File: src/fp_break_map.svh
`ifndef FP_BREAK_MAP_SVH
`define FP_BREAK_MAP_SVH

// Pin levels of active-low signals.
`define PIN_ASSERTED 1'b0
`define PIN_DEASSERTED 1'b1

// Reset values of the shared output and the selected operating point.
`define FP_BREAK_RESET 1'b1
`define PERF_POINT_RESET 1'b0
`define POINT_RESET 16'h0000

`endif

File: src/fp_break_pkg.sv
package fp_break_pkg;

    typedef enum logic [1:0] {
        PWR_NORMAL = 2'b00,
        PWR_SLEEP = 2'b01,
        PWR_DEEP_SLEEP = 2'b10
    } power_state_t;

    typedef struct packed {
        logic fp_error;
        logic fp_error_masked;
        logic break_event;
    } core_events_t;

    typedef struct packed {
        logic [7:0] bus_ratio;
        logic [7:0] core_voltage;
    } operating_point_t;

endpackage : fp_break_pkg

File: src/perf_select.sv
`timescale 1ns/1ps
`include "fp_break_map.svh"

module perf_select #(
    parameter logic [7:0] HIGH_RATIO = 8'h10,
    parameter logic [7:0] HIGH_VOLTAGE = 8'h30,
    parameter logic [7:0] LOW_RATIO = 8'h08,
    parameter logic [7:0] LOW_VOLTAGE = 8'h20
) (
    // Clock and reset.
    input wire logic clk_in,
    input wire logic reset_in,
    // Power state and select pin.
    input wire fp_break_pkg::power_state_t state_in,
    input wire logic perf_state_select_n_in,
    // Selected operating point.
    output fp_break_pkg::operating_point_t point_out,
    output logic high_perf_out
);

    fp_break_pkg::power_state_t state_prev_reg;
    fp_break_pkg::power_state_t state_prev_next;
    logic high_perf_reg;
    logic high_perf_next;
    fp_break_pkg::operating_point_t point_reg;
    fp_break_pkg::operating_point_t point_next;

    function automatic fp_break_pkg::operating_point_t point_of(input logic high);
        fp_break_pkg::operating_point_t p;
        p.bus_ratio = high ? HIGH_RATIO : LOW_RATIO;
        p.core_voltage = high ? HIGH_VOLTAGE : LOW_VOLTAGE;
        return p;
    endfunction : point_of

    always_comb begin
        state_prev_next = state_in;
        high_perf_next = high_perf_reg;
        // Latched on entry to sleep, followed while in deep sleep, else held.
        if (state_in == fp_break_pkg::PWR_SLEEP &&
            state_prev_reg != fp_break_pkg::PWR_SLEEP) begin
            high_perf_next = (perf_state_select_n_in == `PIN_ASSERTED);
        end else if (state_in == fp_break_pkg::PWR_DEEP_SLEEP) begin
            high_perf_next = (perf_state_select_n_in == `PIN_ASSERTED);
        end
        point_next = point_of(high_perf_next);
    end

    always_ff @(posedge clk_in or posedge reset_in) begin
        if (reset_in) begin
            state_prev_reg <= fp_break_pkg::PWR_NORMAL;
            high_perf_reg <= `PERF_POINT_RESET;
            point_reg <= `POINT_RESET;
        end else begin
            state_prev_reg <= state_prev_next;
            high_perf_reg <= high_perf_next;
            point_reg <= point_next;
        end
    end

    assign point_out = point_reg;
    assign high_perf_out = high_perf_reg;
endmodule : perf_select

File: src/fp_error_break.sv
`timescale 1ns/1ps
`include "fp_break_map.svh"

module fp_error_break (
    // Clock and reset.
    input wire logic clk_in,
    input wire logic reset_in,
    // Platform pins.
    input wire logic stop_clock_request_n_in,
    input wire logic perf_state_select_n_in,
    // Core side.
    input wire fp_break_pkg::core_events_t events_in,
    input wire fp_break_pkg::power_state_t state_in,
    // Platform outputs.
    output logic fp_error_break_n_out,
    // Core outputs.
    output fp_break_pkg::operating_point_t point_out,
    output logic high_perf_out
);

    logic stop_active;
    logic break_hold_reg;
    logic break_hold_next;
    logic out_n_reg;
    logic out_n_next;

    // An error reaches the pin only when the core has not masked it.
    function automatic logic error_shown(input fp_break_pkg::core_events_t ev);
        return ev.fp_error && !ev.fp_error_masked;
    endfunction : error_shown

    assign stop_active = (stop_clock_request_n_in == `PIN_ASSERTED);

    // ------------------------------------------------------------
    // Shared error and break output
    // ------------------------------------------------------------
    always_comb begin
        break_hold_next = break_hold_reg;
        // Release of stop-clock clears the hold at once, so a new stop period starts clean.
        if (!stop_active) begin
            break_hold_next = 1'b0;
        end else if (events_in.break_event) begin
            break_hold_next = 1'b1;
        end
        if (stop_active) begin
            out_n_next = break_hold_next ? `PIN_ASSERTED : `PIN_DEASSERTED;
        end else begin
            out_n_next = error_shown(events_in) ?
                `PIN_ASSERTED : `PIN_DEASSERTED;
        end
    end

    always_ff @(posedge clk_in or posedge reset_in) begin
        if (reset_in) begin
            break_hold_reg <= 1'b0;
            out_n_reg <= `FP_BREAK_RESET;
        end else begin
            break_hold_reg <= break_hold_next;
            out_n_reg <= out_n_next;
        end
    end

    assign fp_error_break_n_out = out_n_reg;

    // ------------------------------------------------------------
    // Operating point selection
    // ------------------------------------------------------------
    perf_select u_perf_select (
        .clk_in(clk_in),
        .reset_in(reset_in),
        .state_in(state_in),
        .perf_state_select_n_in(perf_state_select_n_in),
        .point_out(point_out),
        .high_perf_out(high_perf_out)
    );
endmodule : fp_error_break

File: config.mk
export PLATFORM = sky130hd
export DESIGN_NAME = fp_error_break
export DESIGN_NICKNAME = d
export VERILOG_FILES = /design/src/fp_break_pkg.sv /design/src/perf_select.sv /design/src/fp_error_break.sv
export VERILOG_INCLUDE_DIRS = /design/src /design/src/src
export SDC_FILE = /design/constraint.sdc
export NUM_CORES = 1
export LEC_CHECK = 0
export BUFFER_PORTS_ARGS = -buffer_cell sky130_fd_sc_hd__buf_2
export CORE_AREA = 2 2 39 41
export DETAILED_ROUTE_END_ITERATION = 7
export DIE_AREA = 0 0 41 43
export SKIP_CTS_REPAIR_TIMING = 1
export SYNTH_ARGS = -nofsm -noshare
export SYNTH_HDL_FRONTEND = slang
export SYNTH_SLANG_ARGS = --single-unit
File: constraint.sdc
create_clock -name clk_in -period 1.2 [get_ports clk_in]
set_input_delay 0.36 -clock clk_in [delete_from_list [all_inputs] [get_ports clk_in]]
set_output_delay 0.36 -clock clk_in [all_outputs]
set_load 0.005 [all_outputs]
Yosys cells after proc, flatten, opt, wreduce, memory -nomap -nowiden

Cells that the tools add are included.

Register bits after elaboration: 21
Bits in latches: 0
RAM bits: 0
Bits in read-only memories: 0
Input bits: 9
Output and inout bits: 18
Logic and storage cells: 22
Memories: 0

Add/subtract/negate cells: 0
Multiply operators: 0
Div/mod/pow operators: 0
$lt $le $gt $ge: 0
Equal/unequal tests: 3
Shift-type cells: 0
Multiplexer cells: 9
Bitwise logic cells: 1
Reductions and logical operators: 3

Operators with widths:

| operator             | number |
|---|---|
| $mux W5              | 2 |
| $mux W1              | 7 |
| $eq A2 B1 Y1 const B | 1 |
| $eq A2 B2 Y1 const B | 1 |
| $logic_and A1 B1 Y1  | 2 |
| $ne A2 B1 Y1 const B | 1 |
| $logic_not A1 Y1     | 1 |
| $not A1 Y1           | 1 |

Longest topological paths before layout

Depth in word-level cells: 4
Mapped depth: 3

Hierarchy

A second synthesis with hierarchy kept.

Cells, all modules: 35
Area, all modules: 387.9 sq um

By module, submodules not included:

| module         | times used | cells an instance | area an instance (sq um) |
|---|---|---|---|
| perf_select    | 1          | 29                | 306.5 |
| fp_error_break | 1          | 6                 | 81.3 |

Worst setup path before layout

Ideal clock, no wire load.

Kind: input to register
Start: in state_in[0]
End: reg (tool-made name)
Setup time: 0.125 ns
Arrival time: 0.975 ns
Required time: 1.075 ns
Slack: 0.100 ns
Stages on the path: 3
Path buffers: 0
Path through: and2b_1 -> a21oi_2 -> mux2_4

RTL lines:

| element     | RTL line             | text |
|---|---|---|
| from (decl) | fp_error_break.sv:13 | `input wire fp_break_pkg::power_state_t state_in,` |

Worst setup path after layout

Start: reg out_n_reg, in the netlist fp_error_break_n_out
End: out fp_error_break_n_out

RTL lines:

| element                | RTL line             | text |
|---|---|---|
| from (decl)            | fp_error_break.sv:24 | `logic out_n_reg;` |
| from (signal assigned) | fp_error_break.sv:56 | `` out_n_reg <= `FP_BREAK_RESET; `` |
| from (signal assigned) | fp_error_break.sv:59 | `out_n_reg <= out_n_next;` |
| to (decl)              | fp_error_break.sv:15 | `output logic fp_error_break_n_out,` |

No word-level cell between the ends.

==> results.md <==
* Fin crit period at 1.21 ns
* Most frequent cells after synthesis: buf_4 (14), dfrtp_1 (6), inv_1 (3)
* Number of routed nets with antenna violations at 0
* Worst-path clk slew at 0.05 ns
* Share of cells above drive strength 1 at 0.423
* First-pass GRT wire length at 614 um
* Worst Hold Class: in2async
* Unrepaired setup endpoints after global routing: true
* H-Tree Depth at 1
* Worst skew pair latency at 0.24 ns
* DRC at 0
* Synth Register Bits at 7
* Top cells by area, synth: dfrtp_1 (41%), buf_4 (29%), dfstp_2 (7.1%), mux2_4 (4.1%), inv_1 (3.1%)
* Worst-path cell chain: buf_6
* Die Height at 43 um
* CTS Buffer Depth at 2
* Final Hold Fails at 0
* FF/Latch Area at 176 um^2
* Initial DRT Pass Iterations at 2
* Buf/Inv on CP at 1
* Max Clock Skew at 0.000261 ns
* Family with the most delay on the worst path: flip-flops
* Antenna violations before repair at 0
* Reg2reg setup slack at 0.12 ns
* Static leakage at 0.253 nW
* Worst-path maximum fanout at 1
* Synth Flop Type: dfrtp_1
* Worst stage delay on the critical path at 0.52 ns
* PnR worst setup slack at -0.00920 ns
* Worst Reg2Reg Path Length in Cells at 3
* Detailed Place HPWL at 390 um
* CTS tree: done
* Final TNS setup at -0.00920 ns
* WL per Instance at 7.34 um
* Vias in the first global route at 192
* Worst Setup SP: fp_error_break_n_out
* Post-route insts no fill at 68
* Critical Path Sink: fp_error_break_n_out
* Die Area at 0.00176 mm^2
* Fmax at 827 MHz
* GPL Wtd Cong at 0.487
* CP Class: reg2out
* Share of the synthesized area in the top cell type at 0.408
* Core Area at 0.00138 mm^2
* Total Nets Final at 62
* Fin. max-slew vios at 0
* Row Count at 14
* Critical Path End Type: output port
* Die Wd at 41 um
* Max-Cap Viols at 0
* Syn. warnings at 0
* Iter 0 DRT Violations at 4
* IO Port Bufs at 14
* Crit path max-delay cell type: dfstp_2
* CTS Buf Count at 3
* Global Route Usage Sum at 0.0565
* Post-Syn Area at 368 um^2
* Synthesis-to-layout area growth at 20.1%
* Initial core utilization at 0.266
* Area leader, netlist: dfrtp_1
* Multi-input gate area at 116 um^2
* Worst path required time at 0.84 ns
* Mean Syn Cell Area at 10.5 um^2
* Pwr per Cell Area at 1290 mW/mm^2
* Reg2reg start: u_perf_select.state_prev_reg[1]
* Mapped Cells at 35
* EDFF count, synth at 0
* Synth cell types at 13
* Clk sinks at 7
* Sequential element share of the synthesized area at 0.480
* FFs w/ async S/R, synth at 1.00
* Root buf cell: clkbuf_4
* Placed cells at 63
* Largest net degree at the start of global routing at 8
* WP depth at 1
* Final wirelength at 499 um
* Grt ovf at 0
* Via/cell ratio at 3.35
* Fill cells at 162
* Worst EP arrival at 0.85 ns
* ANT cells at 0
* Failing checks: negative setup slack
* I/O pins at 27
* Top-count cell post-synth: buf_4
* Setup violators final at 1
* Via count at 228
* Maximum VDD drop at 0.306 mV
* Critical path startpoint category: flop
* Run status: finished with violations
* Period utilization at 1.01
-- per-layer routing --
layer / vias to the layer above / part of all wire / wire length (um) / GRT usage
met3: 0 / 0.13 / 67 / 0.0157
met2: 15 / 0.53 / 262 / 0.0906
met5: - / 0 / 0 / 0
met1: 101 / 0.34 / 169 / 0.0391
met4: 0 / 0 / 0 / 0.0800
li1: 112 / - / - / -
-- worst min path at each step --
stage                  start  slack (ns)  depth (start not counted)                               to
finish              reset_in        0.03                          2      u_perf_select.point_out[11]
global placement    reset_in        0.30                          2       u_perf_select.point_out[5]
global route        reset_in        0.05                          2  u_perf_select.state_prev_reg[1]
detailed placement  reset_in        0.30                          2       u_perf_select.point_out[5]
CTS                 reset_in        0.03                          2      u_perf_select.point_out[11]
floorplan           reset_in        0.16                          1                        async pin
-- cells in the final DEF, fill, tap and decap left out, drive strengths merged --
cell and count:
a31oi 1, conb 13, inv 3, dfrtp 6, nor2 2, buf 16, and2b 1, nor2b 1
dfstp 1, mux2 1, nand2b 1, a21oi 1, clkbuf 4, mux2i 1
-- power breakdown --
part           total (mW)  switching [mW]  internal (mW)  leakage (nW)
clock network       0.206          0.0797          0.126        0.0150
registers           0.267         0.00780          0.259        0.0813
logic              0.0987          0.0442         0.0545         0.157
total               0.571           0.132          0.440         0.253
-- layout make-up --
type | instances | share of cell area
Sequential cell | 7 | 0.399
Multi-Input combinational cell | 22 | 0.263
Timing Repair Buffer | 16 | 0.207
Clock buffer | 4 | 0.0595
Tap cell | 16 | 0.0453
Inverter | 3 | 0.0255
-- through the flow --
stage / utilization / hold slack, ns / instance area, um^2 / setup WS [ns] / power, mW
2_1_floorplan: - / 0.163 / 409 / 0.100 / 0.355
3_3_place_gp: 0.290 / 0.302 / 402 / 0.00876 / 0.357
3_5_place_dp: 0.290 / 0.305 / 402 / -0.00420 / 0.359
4_1_cts: 0.309 / 0.0345 / 428 / -0.0122 / 0.574
5_1_grt: 0.319 / 0.0453 / 442 / -0.0354 / 0.609
6_report: 0.319 / 0.0314 / 442 / -0.00920 / 0.571
-- cells by family (layout without fill, tap and decap cells) --
logic type,after synthesis,after routing,synth area share
flops,7,7,0.480
other cells,2,13,0.0204
buf+inv,17,23,0.316
simple gates,5,5,0.0749
compound gates,2,2,0.0408
mux,2,2,0.0680
Power figures use the tool's default switching activity.
